==> src/ir_timer_pkg.sv <==
// Shared constants for the infrared carrier and modulation timer.
// Assumes an APB slave with 32-bit data and byte addresses.
package ir_timer_pkg;

    localparam int ADDR_W  = 8;
    localparam int DATA_W  = 32;
    localparam int COUNT_W = 16;
    localparam int BYTE_W  = 8;
    localparam int FLAG_W  = 3;
    localparam int PRESC_W = 3;
    localparam int CTRL_W  = 10;

    // Register byte offsets
    localparam logic [ADDR_W-1:0] OFF_CTRL     = 8'h00;
    localparam logic [ADDR_W-1:0] OFF_CARRIER  = 8'h04;
    localparam logic [ADDR_W-1:0] OFF_INTERVAL = 8'h08;
    localparam logic [ADDR_W-1:0] OFF_COUNT    = 8'h0C;
    localparam logic [ADDR_W-1:0] OFF_CAPTURE  = 8'h10;
    localparam logic [ADDR_W-1:0] OFF_STATUS   = 8'h14;
    localparam logic [ADDR_W-1:0] OFF_MASK     = 8'h18;
    localparam logic [ADDR_W-1:0] OFF_POWER    = 8'h1C;

    // Control register fields
    localparam int CTRL_RUN     = 0;
    localparam int CTRL_DIR     = 1;
    localparam int CTRL_DATA    = 2;
    localparam int CTRL_POL     = 3;
    localparam int CTRL_RESTART = 4;
    localparam int CTRL_EDGE_LO = 5;
    localparam int CTRL_FINE    = 7;
    localparam int CTRL_DIV_LO  = 8;

    // Status and mask fields
    localparam int FLAG_WRAP     = 0;
    localparam int FLAG_INTERVAL = 1;
    localparam int FLAG_CAPTURE  = 2;

    // Power control fields
    localparam int PWR_LEVEL = 0;
    localparam int PWR_DRIVE = 1;
    localparam int PWR_PIN   = 2;

    localparam logic [COUNT_W-1:0] COUNT_ZERO = 16'h0000;
    localparam logic [COUNT_W-1:0] COUNT_TOP  = 16'hFFFF;

    typedef enum logic [1:0] {
        RUN_IDLE,
        TX_RUN,
        RX_RUN
    } run_e;

endpackage

==> src/carrier_generator.sv <==
// Carrier waveform generator: high for highTime+1 ticks, low for lowTime+1.
// Assumes tick is a one-cycle enable from the input clock divider.
`timescale 1ns/10ps
`default_nettype none
module carrier_generator
    import ir_timer_pkg::*;
(
    input  wire logic              clk_sys,
    input  wire logic              rst,
    input  wire logic              run,
    input  wire logic              tick,
    input  wire logic [BYTE_W-1:0] highTime,
    input  wire logic [BYTE_W-1:0] lowTime,
    output logic                   carrierLevel,
    output logic                   carrierEdge
);
    typedef struct packed {
        logic              level;
        logic              edgeP;
        logic [BYTE_W-1:0] cnt;
    } gen_s;

    gen_s st_r;
    gen_s st_nxt;

    always_comb begin
        st_nxt       = st_r;
        st_nxt.edgeP = 1'b0;
        if (!run) begin
            st_nxt.level = 1'b1;
            st_nxt.cnt   = '0;
        end else if (tick) begin
            if (st_r.cnt == (st_r.level ? highTime : lowTime)) begin
                st_nxt.cnt   = '0;
                st_nxt.level = !st_r.level;
                // One full carrier period ends on the rise back to high
                st_nxt.edgeP = !st_r.level;
            end else begin
                st_nxt.cnt = st_r.cnt + 8'h01;
            end
        end
    end

    always_ff @(posedge clk_sys or posedge rst) begin
        if (rst) begin
            st_r <= '0;
        end else begin
            st_r <= st_nxt;
        end
    end

    assign carrierLevel = st_r.level;
    assign carrierEdge  = st_r.edgeP;
endmodule
`default_nettype wire

==> src/capture_edge_detect.sv <==
// Edge qualifier for the receive pin; edgeSelect 01 rise, 10 fall, 11 both.
// Assumes rxLevel is already synchronous to clk_sys.
`timescale 1ns/10ps
`default_nettype none
module capture_edge_detect (
    input  wire logic       clk_sys,
    input  wire logic       rst,
    input  wire logic       armed,
    input  wire logic       rxLevel,
    input  wire logic [1:0] edgeSelect,
    output logic            capturePulse
);
    typedef struct packed {
        logic prev;
        logic pulse;
    } edge_s;

    edge_s st_r;
    edge_s st_nxt;

    always_comb begin
        st_nxt.prev  = rxLevel;
        st_nxt.pulse = armed && ((edgeSelect[0] && rxLevel && !st_r.prev)
                              || (edgeSelect[1] && !rxLevel && st_r.prev));
    end

    always_ff @(posedge clk_sys or posedge rst) begin
        if (rst) begin
            st_r <= '0;
        end else begin
            st_r <= st_nxt;
        end
    end

    assign capturePulse = st_r.pulse;
endmodule
`default_nettype wire

==> src/ir_carrier_timer.sv <==
// Infrared carrier generation and modulation timer with APB registers.
// Assumes an APB master on clk_sys and a receive pin synchronous to it.
`timescale 1ns/10ps
`default_nettype none
module ir_carrier_timer
    import ir_timer_pkg::*;
(
    input  wire logic              clk_sys,
    input  wire logic              rst,
    input  wire logic              psel,
    input  wire logic              penable,
    input  wire logic              pwrite,
    input  wire logic [ADDR_W-1:0] paddr,
    input  wire logic [DATA_W-1:0] pwdata,
    output logic [DATA_W-1:0]      prdata,
    output logic                   pready,
    output logic                   pslverr,
    input  wire logic              receivePinLevel,
    input  wire logic              sendPinIn,
    output logic                   sendPinOut,
    output logic                   sendPinOe,
    output logic                   irq
);
    typedef struct packed {
        run_e               state;
        logic [CTRL_W-1:0]  ctrl;
        logic [COUNT_W-1:0] shape;
        logic [COUNT_W-1:0] shapeLat;
        logic [COUNT_W-1:0] modInt;
        logic [COUNT_W-1:0] count;
        logic [COUNT_W-1:0] capture;
        logic               dataLat;
        logic               polLat;
        logic [FLAG_W-1:0]  status;
        logic [FLAG_W-1:0]  mask;
        logic               forceLevel;
        logic               forceDrive;
        logic [PRESC_W-1:0] presc;
        logic               pinOut;
        logic               pinOe;
        logic               irq;
        logic               pready;
        logic               pslverr;
        logic [DATA_W-1:0]  prdata;
    } core_s;

    core_s st_r;
    core_s st_nxt;

    logic tick;
    logic carrierLevel;
    logic carrierEdge;
    logic countClk;
    logic capturePulse;
    logic wrAcc;
    logic rdSetup;
    logic pinLevel;

    function automatic logic regHit(input logic [ADDR_W-1:0] addr,
                                    input logic [ADDR_W-1:0] off);
        regHit = (addr[ADDR_W-1:2] == off[ADDR_W-1:2]);
    endfunction

    function automatic logic [PRESC_W-1:0] divMask(input logic [1:0] div);
        case (div)
            2'h0:    divMask = 3'h0;
            2'h1:    divMask = 3'h1;
            2'h2:    divMask = 3'h3;
            default: divMask = 3'h7;
        endcase
    endfunction

    ////////////////////////////////////////////////////////////////////////
    // Carrier path

    assign tick = (st_r.presc & divMask(st_r.ctrl[CTRL_DIV_LO +: 2]))
                  == divMask(st_r.ctrl[CTRL_DIV_LO +: 2]);
    // Fine mode counts divided input clock ticks instead of whole carrier periods
    assign countClk = st_r.ctrl[CTRL_FINE] ? tick : carrierEdge;
    assign pinLevel = st_r.dataLat ? (carrierLevel ^ st_r.polLat)
                                   : st_r.polLat;

    carrier_generator u_carrier (
        .clk_sys      (clk_sys),
        .rst          (rst),
        .run          (st_r.state != RUN_IDLE),
        .tick         (tick),
        .highTime     (st_r.shapeLat[COUNT_W-1:BYTE_W]),
        .lowTime      (st_r.shapeLat[BYTE_W-1:0]),
        .carrierLevel (carrierLevel),
        .carrierEdge  (carrierEdge)
    );

    capture_edge_detect u_capture (
        .clk_sys      (clk_sys),
        .rst          (rst),
        .armed        (st_r.state == RX_RUN),
        .rxLevel      (receivePinLevel),
        .edgeSelect   (st_r.ctrl[CTRL_EDGE_LO +: 2]),
        .capturePulse (capturePulse)
    );

    ////////////////////////////////////////////////////////////////////////
    // Bus strobes: one wait-free access phase, pready registered

    assign wrAcc   = psel && penable && pwrite && st_r.pready;
    assign rdSetup = psel && !penable;

    ////////////////////////////////////////////////////////////////////////
    // Next state

    always_comb begin
        logic [FLAG_W-1:0] setEv;
        logic [FLAG_W-1:0] clrEv;
        logic [DATA_W-1:0] rdVal;
        logic              mapped;
        setEv  = '0;
        clrEv  = '0;
        rdVal  = '0;
        mapped = 1'b1;
        st_nxt = st_r;
        st_nxt.presc = st_r.presc + 3'h1;

        case (st_r.state)
            RUN_IDLE: begin
                if (st_r.ctrl[CTRL_RUN]) begin
                    st_nxt.shapeLat = st_r.shape;
                    if (st_r.ctrl[CTRL_DIR]) begin
                        st_nxt.state   = TX_RUN;
                        st_nxt.count   = st_r.modInt;
                        st_nxt.dataLat = st_r.ctrl[CTRL_DATA];
                        st_nxt.polLat  = st_r.ctrl[CTRL_POL];
                    end else begin
                        st_nxt.state = RX_RUN;
                    end
                end
            end
            TX_RUN: begin
                // Leaving through idle restarts the carrier cleanly
                if (!st_r.ctrl[CTRL_RUN] || !st_r.ctrl[CTRL_DIR]) begin
                    st_nxt.state = RUN_IDLE;
                end else if (countClk) begin
                    if (st_r.count == COUNT_ZERO) begin
                        st_nxt.count    = st_r.modInt;
                        st_nxt.shapeLat = st_r.shape;
                        st_nxt.dataLat  = st_r.ctrl[CTRL_DATA];
                        st_nxt.polLat   = st_r.ctrl[CTRL_POL];
                        setEv[FLAG_INTERVAL] = 1'b1;
                    end else begin
                        st_nxt.count = st_r.count - 16'h0001;
                    end
                end
            end
            RX_RUN: begin
                if (!st_r.ctrl[CTRL_RUN] || st_r.ctrl[CTRL_DIR]) begin
                    st_nxt.state = RUN_IDLE;
                end else begin
                    st_nxt.shapeLat = st_r.shape;
                    if (capturePulse) begin
                        st_nxt.capture       = st_r.count;
                        setEv[FLAG_CAPTURE] = 1'b1;
                    end
                    if (capturePulse && st_r.ctrl[CTRL_RESTART]) begin
                        st_nxt.count = COUNT_ZERO;
                    end else if (countClk) begin
                        if (st_r.count == COUNT_TOP) begin
                            setEv[FLAG_WRAP] = 1'b1;
                        end
                        st_nxt.count = st_r.count + 16'h0001;
                    end
                end
            end
            default: begin
                st_nxt.state = RUN_IDLE;
            end
        endcase

        // Software writes; a count write overrides the hardware step
        if (wrAcc) begin
            if (regHit(paddr, OFF_CTRL)) begin
                st_nxt.ctrl = pwdata[CTRL_W-1:0];
            end
            if (regHit(paddr, OFF_CARRIER)) begin
                st_nxt.shape = pwdata[COUNT_W-1:0];
            end
            if (regHit(paddr, OFF_INTERVAL)) begin
                st_nxt.modInt = pwdata[COUNT_W-1:0];
            end
            if (regHit(paddr, OFF_COUNT)) begin
                st_nxt.count = pwdata[COUNT_W-1:0];
            end
            if (regHit(paddr, OFF_STATUS)) begin
                clrEv = pwdata[FLAG_W-1:0];
            end
            if (regHit(paddr, OFF_MASK)) begin
                st_nxt.mask = pwdata[FLAG_W-1:0];
            end
            if (regHit(paddr, OFF_POWER)) begin
                st_nxt.forceLevel = pwdata[PWR_LEVEL];
                st_nxt.forceDrive = pwdata[PWR_DRIVE];
            end
        end

        // A new event in the clearing cycle is kept
        st_nxt.status = (st_r.status & ~clrEv) | setEv;
        st_nxt.irq    = |(st_nxt.status & st_nxt.mask);

        // Pin owned by the timer when enabled, else by the override bits
        if (st_r.ctrl[CTRL_RUN]) begin
            st_nxt.pinOe  = 1'b1;
            st_nxt.pinOut = (st_r.state == TX_RUN) ? pinLevel
                                                   : st_r.ctrl[CTRL_POL];
        end else begin
            st_nxt.pinOe  = st_r.forceDrive;
            st_nxt.pinOut = st_r.forceLevel;
        end

        // Read data is sampled in the setup cycle
        case (paddr[ADDR_W-1:2])
            OFF_CTRL[ADDR_W-1:2]:     rdVal[CTRL_W-1:0]  = st_r.ctrl;
            OFF_CARRIER[ADDR_W-1:2]:  rdVal[COUNT_W-1:0] = st_r.shape;
            OFF_INTERVAL[ADDR_W-1:2]: rdVal[COUNT_W-1:0] = st_r.modInt;
            OFF_COUNT[ADDR_W-1:2]:    rdVal[COUNT_W-1:0] = st_r.count;
            OFF_CAPTURE[ADDR_W-1:2]:  rdVal[COUNT_W-1:0] = st_r.capture;
            OFF_STATUS[ADDR_W-1:2]:   rdVal[FLAG_W-1:0]  = st_r.status;
            OFF_MASK[ADDR_W-1:2]:     rdVal[FLAG_W-1:0]  = st_r.mask;
            OFF_POWER[ADDR_W-1:2]: begin
                rdVal[PWR_LEVEL] = st_r.forceLevel;
                rdVal[PWR_DRIVE] = st_r.forceDrive;
                rdVal[PWR_PIN]   = sendPinIn;
            end
            default: mapped = 1'b0;
        endcase
        st_nxt.pready  = rdSetup;
        st_nxt.pslverr = rdSetup && !mapped;
        if (rdSetup) begin
            st_nxt.prdata = rdVal;
        end
    end

    ////////////////////////////////////////////////////////////////////////
    // State register; reset leaves the send pin undriven

    always_ff @(posedge clk_sys or posedge rst) begin
        if (rst) begin
            st_r <= '0;
        end else begin
            st_r <= st_nxt;
        end
    end

    assign prdata     = st_r.prdata;
    assign pready     = st_r.pready;
    assign pslverr    = st_r.pslverr;
    assign sendPinOut = st_r.pinOut;
    assign sendPinOe  = st_r.pinOe;
    assign irq        = st_r.irq;
endmodule
`default_nettype wire

==> config.mk <==
export PLATFORM = sky130hd
export DESIGN_NAME = ir_carrier_timer
export DESIGN_NICKNAME = d
export VERILOG_FILES = /design/src/ir_timer_pkg.sv /design/src/carrier_generator.sv /design/src/capture_edge_detect.sv /design/src/ir_carrier_timer.sv
export SDC_FILE = /design/constraint.sdc
export NUM_CORES = 1
export LEC_CHECK = 0
export ABC_AREA = 1
export BUFFER_PORTS_ARGS = -buffer_cell sky130_fd_sc_hd__buf_2
export CAP_MARGIN = 10
export CORE_ASPECT_RATIO = 0.8
export CORE_MARGIN = 2
export CORE_UTILIZATION = 50
export DETAILED_ROUTE_END_ITERATION = 16
export GPL_TIMING_DRIVEN = 1
export PLACE_DENSITY_LB_ADDON = 0.05
export SYNTH_ARGS = -nofsm -noshare
export SYNTH_HDL_FRONTEND = slang
export SYNTH_SLANG_ARGS = --single-unit
==> constraint.sdc <==
create_clock -name clk_sys -period 9.1 [get_ports clk_sys]
set_clock_uncertainty 0.15 [all_clocks]
set_input_delay 0.455 -clock clk_sys [delete_from_list [all_inputs] [get_ports clk_sys]]
set_output_delay 0.455 -clock clk_sys [all_outputs]
set_load 0.05 [all_outputs]
==> results by group, run 1 <==
Critical path
  • Slowest cell on crit path: a22oi_2
  • Critical path type: register to register
  • WP data required: 9260 ps
  • Crit-path leading delay family: simple AND/OR/NAND/NOR gates
  • Crit path DAT: 3360 ps
  • CP startpoint: st_r[141]
  • Critical Path Max Stage Delay: 720 ps
  • Crit. path cell count: 7
  • Crit path max fanout: 21
  • RR Startpoint: st_r[141]
  • Worst Path Buf+Inv: 2
  • Cells along the critical path: inv_1, nand2_1, clkinv_1, a22oi_2, nand2_2, nand2_1, o21ai_2
  • CP most frequent cell: nand2_1
  • Critical path endpoint category: register
  • Worst setup SP type: register
  • Worst reg2reg path depth: 7

Power
  • PD cells: 227 nW/um2
  • Internal Power: 1260 uW
  • Clock power share: 0.329
  • NetSw: 842 uW
  • Flop pwr share: 0.386
  • Sw frac: 0.400
  • Worst VDD drop: 0.143 mV
  • Comb power frac: 0.285
  • Leak pwr: 0.00447 uW
  • Design Power: 2110 uW

Floorplan
  • Total core area: 16700 um2
  • I/O Pins: 84
  • # rows: 42
  • Starting Density: 0.516
  • Die area: 18300 um2
  • DIE WIDTH: 151 um
  • DIE HEIGHT: 121 um

Placed design
  • Hpwl dp: 19300 um
  • Port bufs: 49
  • Place WS: 5960 ps
  • Gpl congestion: 0.980

Routing
  • Wirelength per Cell: 18.6 um
  • Vias post-DR: 7853
  • Initial drt markers: 748
  • DR DRC count: 0
  • Detail Route Antenna Nets: 0
  • Vias per cell: 5.49
  • WL final: 26500 um
  • Pre-antenna DRT Iters: 6

Synthesis
  • Post-Syn Area: 8590 um2
  • Seq/Total Area, Yosys: 0.402
  • Yosys cell types: 50
  • Ys async rst share: 1.00
  • Dominant synthesized flop cell: dfrtp_1
  • Synth Warn #: 0
  • Post-synth EDFFs: 0
  • Cells after synthesis: 1190
  • Mapped Avg Cell Area: 7.22 um2
  • Synth Register Bits: 138

Timing
  • Worst slew margin: 0.216
  • Slew Viols, Final: 0
  • RSZ-0062 raised after global routing: no
  • Max Fclk: 312 MHz
  • Final hold violation count: 6
  • Setup TNS: 0 ps
  • Fin crit period: 3210 ps
  • Worst hold slack: -14.2 ps
  • Final worst slack: 5890 ps
  • Worst-margin pin slew: 1170 ps
  • Final setup vio count: 0
  • Tcrit/Tclk final: 0.352

Run
  • Max-Cap Viols: 0

Finish
  • Layout Nets: 1249
  • Area growth from synthesis to layout: 7.89%
  • Register Area: 3450 um2
  • Max reg flops: 105
  • Reg with most FFs: st_r
  • # fillers: 1644
  • N_diodes: 0
  • Multi-input logic area: 4210 um2
  • Share of layout cells above drive strength 1: 0.120

Hold path
  • Min-Delay Path Class: input port to asynchronous set/reset pin

CTS
  • Skew-Pair Late Insertion Delay: 430 ps
  • Clock slew at reported path FFs: 60 ps
  • Clk root buf: clkbuf_16
  • CTS max path bufs: 2
  • Post-CTS Resized: 0
  • Post-CTS Setup Bufs: 0
  • CTS sink cnt: 138
  • CTS Hold Bufs: 0
  • CTS buffer count: 17
  • CTS tree: done
  • Depth of the CTS H-tree: 4

Global routing
  • Vias in the first global route: 7260
  • Gr ovfl total: 0
  • First-pass GRT wire length: 41600 um
  • GRT Resource Usage Total: 0.306
  • Largest net degree at the start of global routing: 74
  • Initial antenna violation count: 0

Status
  • Outcome: finished with violations
  • Failing checks: negative hold slack
## area by class of cell
type                       count  share of cell area
inverter                     119              0.0487
multi-input combinational    865               0.454
clock buffer                  19              0.0478
timing repair buffer          56              0.0321
sequential                   138               0.372
tap                          220              0.0297
clock inverter                13              0.0155
## worst reg2reg max path, cell delays in order (launching register included)
cell and delay (ps):
dfrtp_1 390, inv_1 100, nand2_1 450, clkinv_1 540, a22oi_2 720, nand2_2 460
nand2_1 200, o21ai_2 60
## cell usage after synthesis (2+ instances only)
library cell / number / share of area
o21ai_0: 121 / 0.070
clkbuf_1: 21 / 0.0092
nor2_4: 12 / 0.016
nor2_2: 11 / 0.0080
ha_1: 5 / 0.0073
o22ai_1: 2 / 0.0015
nand2_2: 7 / 0.0051
xnor2_1: 5 / 0.0051
clkinv_1: 3 / 0.0013
dfrtp_1: 138 / 0.40
o211ai_1: 8 / 0.0070
a21oi_1: 61 / 0.036
nor2_1: 74 / 0.032
a31oi_1: 2 / 0.0015
xor2_1: 13 / 0.013
nand4_1: 18 / 0.013
inv_2: 8 / 0.0035
nand2_1: 357 / 0.16
buf_2: 13 / 0.0076
inv_1: 108 / 0.047
nand3_1: 97 / 0.056
a22oi_1: 7 / 0.0061
buf_6: 9 / 0.012
a221oi_1: 8 / 0.0082
nand3b_1: 4 / 0.0035
o21ai_2: 5 / 0.0051
nor3_1: 6 / 0.0035
nand3_2: 6 / 0.0070
o21ai_1: 2 / 0.0012
buf_4: 39 / 0.034
## layer usage
| metal | vias to the layer above | routed length, um | part of all wire | track usage |
|---|---|---|---|---|
| met2 | 321 | 11300 | 0.42 | 0.447 |
| met5 | - | 0 | 0 | 0 |
| met4 | 0 | 385 | 0.015 | 0.0724 |
| met3 | 28 | 2020 | 0.076 | 0.0632 |
| met1 | 3656 | 12900 | 0.48 | 0.467 |
| li1 | 3848 | - | - | - |
## final timing paths
check | to | slack (ps)
hold reg to reg | prdata[10] | 320
setup / recovery | st_r[101] | 5890
min in group clk_sys | u_capture.st_r[1] | 20
setup reg to reg | st_r[101] | 5890
hold / removal | st_r[37] | -10
max in group asynchronous | st_r[77] | 7490
## per-stage QoR
step | utilization | cell area [um2] | std cells
CTS | 0.557 | 9270 | 1430
global placement | 0.521 | 8680 | 1398
finish | 0.557 | 9270 | 1430
detailed placement | 0.521 | 8680 | 1398
floorplan | - | 8650 | 1205
global route | 0.557 | 9270 | 1430
## power by group through the flow
| stage | Combinational, uW | Sequential, uW | Clock [uW] |
|---|---|---|---|
| floorplan | 550 | 736 | 0 |
| global placement | 589 | 821 | 0 |
| detailed placement | 591 | 821 | 0 |
| CTS | 594 | 809 | 700 |
| global route | 672 | 826 | 727 |
| finish | 600 | 813 | 692 |
## cell families after synthesis
logic type	after synthesis	share of synthesized area
XOR/XNOR	18	0.0183
other	1	0.000436
AND/OR/NAND/NOR	600	0.310
buffers and inverters	202	0.115
flip-flops	138	0.402
adder cells (fa/ha/maj)	5	0.00728
AO/OA/AOI/OAI	226	0.147
## cells in the final DEF, fill, tap and decap left out, drive strengths merged
cell type  synthesis  layout
nand2            365     365
dfrtp            138     138
o21ai            128     128
inv              116     118
nand3            103     103
nor2              98      98
a21oi             62      62
buf               61      56
nand4             19      19
clkbuf            22      19
conb               1      16
xor2              13      13
o211ai             8       8
a221oi             8       8
a22oi              8       8
clkinv             3       8
nor3               7       7
xnor2              5       5
ha                 5       5
nand3b             4       4
clkinvlp           0       4
o22ai              2       2
a31oi              2       2
bufinv             0       2
o31ai              2       2
or2                1       1
a211oi             1       1
nor3b              1       1
o221ai             1       1
a32oi              1       1
o2111ai            1       1
and3               1       1
nor4               1       1
a21o               1       1
o21a               1       1
Power figures use the tool's default switching activity.
==> inputs of run 2 (changes only) <==
clock period = 3.25 ns   (was 9.1 ns; I/O delays follow)
==> run 2 against run 1 <==
The flow now finishes without violations. Die area did not move. Non-clock buffer count up 39. Sequential power rose to 2.6 times the previous value. Combinational power grew to 3.3 times the previous value. Largest cell class unchanged.
==> results by group, run 2 (synthesis gave the netlist of run 1 again) <==
Timing
  • RSZ-0062 raised after global routing: no
  • Tcrit/Tclk final: 0.876
  • Final setup vio count: 0
  • Worst slew margin: 0.366
  • Max Fclk: 351 MHz
  • Final hold violation count: 0
  • Fin crit period: 2850 ps
  • Setup TNS: 0 ps
  • Worst-margin pin slew: 948 ps
  • Slew Viols, Final: 0

CTS
  • Depth of the CTS H-tree: 4
  • Clock slew at reported path FFs: 70 ps
  • Skew-Pair Late Insertion Delay: 430 ps
  • Post-CTS Setup Bufs: 0
  • Clk root buf: clkbuf_16
  • CTS sink cnt: 138
  • CTS tree: done
  • CTS buffer count: 17
  • CTS max path bufs: 2

Placed design
  • Gpl congestion: 0.969
  • Hpwl dp: 19700 um
  • Port bufs: 49

Global routing
  • GRT Resource Usage Total: 0.312
  • Vias in the first global route: 7469
  • Gr ovfl total: 0
  • GR peak layer: met1
  • First-pass GRT wire length: 42300 um
  • M1 GR Usage: 0.466
  • M2 GR Usage: 0.463
  • Largest net degree at the start of global routing: 139
  • Met3 Track Usage GR: 0.0492
  • Initial antenna violation count: 1

Floorplan
  • DIE WIDTH: 151 um
  • Die area: 18300 um2
  • I/O Pins: 84
  • DIE HEIGHT: 121 um
  • Starting Density: 0.516
  • Total core area: 16700 um2
  • # rows: 42

Critical path
  • WP data required: 3410 ps
  • Critical path endpoint category: register
  • Crit path DAT: 3000 ps
  • Crit path max fanout: 21
  • Worst setup SP type: register
  • Critical path type: register to register

Routing
  • Vias per cell: 5.59
  • Wirelength per Cell: 18.6 um
  • Vias post-DR: 8209
  • Initial drt markers: 1074
  • DR DRC count: 0
  • WL final: 27300 um
  • Pre-antenna DRT Iters: 5
  • Detail Route Antenna Nets: 0

Finish
  • Share of layout cells above drive strength 1: 0.132
  • Most common cell after layout, fill and taps aside: nand2_1
  • N_diodes: 0
  • Layout Nets: 1288
  • Area growth from synthesis to layout: 11.6%
  • Reg with most FFs: st_r
  • Commonest cells after routing, fill and taps aside: nand2_1 (357), dfrtp_1 (138), o21ai_0 (121)
  • # fillers: 1624
  • Max reg flops: 105

Power
  • PD cells: 621 nW/um2
  • Design Power: 5950 uW
  • Leak pwr: 0.00463 uW
  • Worst VDD drop: 0.343 mV

Run
  • Max-Cap Viols: 0

Status
  • Outcome: complete, no violations

Hold path
  • Min-Delay Path Class: input port to register
[run 2: cell types whose count changed in the layout (fill, tap and decap cells not counted), sizes merged]
cell	previous run	this run
buf	56	76
bufinv	2	0
clkinv	8	6
clkinvlp	4	6
dlygate4sd3	0	19
inv	118	120
[run 2: repair_timing]
item	CTS	global route
hold endpoints to repair	190	0
hold buffers	19	0
resized for setup	0	0
[run 2: path summary, 6_finish.rpt]
path | start | to | slack, ps | cells past startpoint
worst max-delay path | st_r[67] | st_r[99] | 400 | 11
min in group asynchronous | rst | st_r[38] | 330 | 4
max in group asynchronous | rst | st_r[94] | 2040 | 4
worst min-delay path | psel | pready | 20 | 4
worst max register to register | st_r[67] | st_r[99] | 400 | 11
worst min register to register | st_r[37] | st_r[37] | 320 | 1
[run 2: final cells by class]
| cell class | count | area, um2 | area share |
|---|---|---|---|
| Clock inverter | 13 | 113 | 0.0117 |
| Sequential cell | 138 | 3450 | 0.360 |
| Clock buffer | 19 | 443 | 0.0462 |
| Multi-Input combinational cell | 865 | 4210 | 0.439 |
| Tap cell | 220 | 275 | 0.0287 |
| Inverter | 119 | 450 | 0.0470 |
| Timing Repair Buffer | 95 | 651 | 0.0678 |
[run 2: metal layers]
metal | routed length [um] | vias to the layer above
li1 | - | 3922
met5 | 0 | -
met1 | 12700 | 3848
met2 | 11800 | 393
met3 | 2170 | 46
met4 | 589 | 0
[run 2: report_power, final]
part	internal, uW	switching (uW)	total, uW
registers	1890	260	2150
clock network	1020	846	1860
logic	586	1360	1950
total	3490	2470	5950
[run 2: critical path: stages (launching register included)]
cell and delay [ps]:
dfrtp_1 450, inv_1 260, ha_1 240, nand2_2 80
nor2_4 200, nand2_2 230, inv_2 160, a21oi_2 90
nor2_4 270, nand2_2 360, nand2_1 180, o21ai_2 60
[run 2: through the flow]
step | setup WS, ps | hold WS (ps) | area, um2 | utilization | std cells
floorplan | 1220 | 43.9 | 8650 | - | 1205
global route | 231 | 49.3 | 9590 | 0.576 | 1469
finish | 405 | 15.6 | 9590 | 0.576 | 1469
CTS | 455 | 5.35 | 9590 | 0.576 | 1469
global placement | 519 | 149 | 8850 | 0.531 | 1418
detailed placement | 474 | 151 | 8850 | 0.531 | 1418
==> inputs of run 3 (changes only) <==
GPL_TIMING_DRIVEN = 0   (was 1)
SKIP_LAST_GASP = 1   (was unset)
==> run 3 against run 2 <==
First-iteration DRC count grew 17%. Count of clock-buffer cells in the layout shrank 2. Maximum frequency grew 14%. Largest power group is now combinational logic. Design area grew 4.8%. Hold slack gained 95 ps. Final cell count grew 4.0%. Setup slack gained 350 ps. Highest routed layer unchanged. Sequential share of layout area shrank 1.6 points. Die area is the same. Routed wire length grew 8.7%. Via count grew 6.3%. Sequential cell count is the same.
==> results by group, run 3 (synthesis gave the netlist of run 1 again) <==
Routing
  • Uppermost layer routed: met4
  • Wirelength per Cell: 19.4 um
  • Metal3 WL: 3450 um
  • Initial drt markers: 1260
  • Detail Route Antenna Nets: 0
  • WL final: 29700 um
  • Met2 wire length: 12200 um
  • DR DRC count: 0
  • Vias per cell: 5.71
  • Vias post-DR: 8725
  • Pre-antenna DRT Iters: 7
  • Metal-1 WL: 13500 um

CTS
  • Clk root buf: clkbuf_16
  • CTS max path bufs: 2
  • CTS sink cnt: 138
  • Post-CTS Setup Bufs: 0
  • Skew-Pair Late Insertion Delay: 430 ps
  • Post-CTS Resized: 0
  • Depth of the CTS H-tree: 4
  • CTS tree: done
  • Clock slew at reported path FFs: 70 ps
  • CTS Hold Bufs: 20
  • CTS buffer count: 17

Power
  • Design Power: 6360 uW
  • PD cells: 633 nW/um2
  • Worst VDD drop: 0.394 mV
  • Comb power frac: 0.351
  • Leak pwr: 0.00490 uW
  • Internal Power: 3770 uW
  • Flop pwr share: 0.323
  • Clock power share: 0.326
  • Sw frac: 0.408
  • NetSw: 2590 uW

Critical path
  • Crit path to: st_r[81]
  • Crit path max fanout: 10
  • WP data required: 3430 ps
  • CP startpoint: st_r[67]
  • Crit path DAT: 2670 ps
  • Critical path endpoint category: register
  • Critical path type: register to register
  • R2R Setup Slk: 760 ps
  • Worst reg2reg path depth: 13
  • RR Startpoint: st_r[67]
  • Worst setup SP type: register
  • RR Endpoint: st_r[81]

Timing
  • Final setup vio count: 0
  • Fin crit period: 2490 ps
  • Slew Viols, Final: 0
  • RSZ-0062 raised after global routing: no
  • Final worst slack: 759 ps
  • Setup TNS: 0 ps
  • Worst-margin pin slew: 906 ps
  • Worst slew margin: 0.396
  • Max Fclk: 401 MHz
  • Final hold violation count: 0
  • Tcrit/Tclk final: 0.766

Placed design
  • Port bufs: 49
  • Gpl congestion: 0.987
  • Place WS: 858 ps
  • Hpwl dp: 22200 um
  • Inst Count DP: 1477

Finish
  • Register Area: 3450 um2
  • N_diodes: 0
  • Post-Layout Cell Count: 1528
  • Share of layout cells above drive strength 1: 0.155
  • Commonest cells after routing, fill and taps aside: nand2_1 (357), dfrtp_1 (138), o21ai_0 (121)
  • Max reg flops: 105
  • Most common cell after layout, fill and taps aside: nand2_1
  • Reg with most FFs: st_r
  • Multi-input logic area: 4210 um2
  • # fillers: 1561
  • Layout Nets: 1348
  • Area growth from synthesis to layout: 16.9%

Status
  • Outcome: complete, no violations

Floorplan
  • DIE WIDTH: 151 um
  • DIE HEIGHT: 121 um
  • Total core area: 16700 um2
  • # rows: 42
  • Starting Density: 0.516
  • I/O Pins: 84
  • Die area: 18300 um2

Global routing
  • Largest net degree at the start of global routing: 42
  • First-pass GRT wire length: 45400 um
  • Vias in the first global route: 7868
  • Initial antenna violation count: 0
  • GRT Resource Usage Total: 0.337
  • Gr ovfl total: 0

Run
  • Max-Cap Viols: 0

Hold path
  • Min-Delay Path Class: input port to register
## run 3: changes by cell type in the layout (fill, tap and decap cells not counted)
cell,change
buf_12,+2
buf_2,+13
buf_4,+13
buf_6,+9
bufinv_16,+3
clkbuf_1,+20
clkbuf_2,+1
clkbuf_8,-1
clkinv_4,-1
clkinvlp_4,-1
dlygate4sd3_1,+1
inv_6,-1
inv_8,+1
## run 3: how the worst min path moves through the flow
stage	start	slack, ps	endpoint	cells past startpoint
3_3_place_gp	receivePinLevel	150	u_capture.st_r[1]	1
4_1_cts	sendPinIn	90	prdata[2]	5
5_1_grt	sendPinIn	150	prdata[2]	5
6_report	paddr[6]	110	pslverr	4
2_1_floorplan	receivePinLevel	40	u_capture.st_r[1]	0
3_5_place_dp	rst	120	st_r[38]	2
## run 3: metal layers
metal / track usage / up-vias
met1: 0.518 / 4078
met3: 0.0771 / 60
met5: 0 / -
met2: 0.479 / 531
met4: 0.0794 / 0
li1: - / 4056
## run 3: critical path, stage by stage, from the launching register on
cell and delay [ps]:
dfrtp_1 480, inv_1 280, ha_1 260, inv_1 50
nor2_1 80, nand2_1 90, nor2_4 250, nand2_4 150
nand3_1 140, nand2_1 60, a21oi_1 190, nand3_1 100
nand2_1 70, inv_1 40
## run 3: cell type report
class                      instances  area share
multi-input combinational        865       0.419
sequential                       138       0.344
buffer                            83      0.0540
timing repair buffer              72      0.0503
inverter                         119      0.0448
clock buffer                      17      0.0423
tap                              220      0.0274
clock inverter                    14      0.0188
## run 3: power groups by stage
stage / Clock [uW] / Sequential (uW) / Combinational, uW
after CTS: 2060 / 2050 / 2180
after floorplan: 0 / 2060 / 1540
after global routing: 2150 / 2070 / 2430
after global placement: 0 / 2080 / 2140
final: 2070 / 2060 / 2240
after detailed placement: 0 / 2080 / 2150
## run 3: stage by stage
stage	instance area [um2]	hold slack, ps	utilization
after floorplan	8650	43.9	-
after global placement	9170	150	0.551
after detailed placement	9230	122	0.554
after CTS	10000	89.2	0.603
after global routing	10000	153	0.603
final	10000	111	0.603
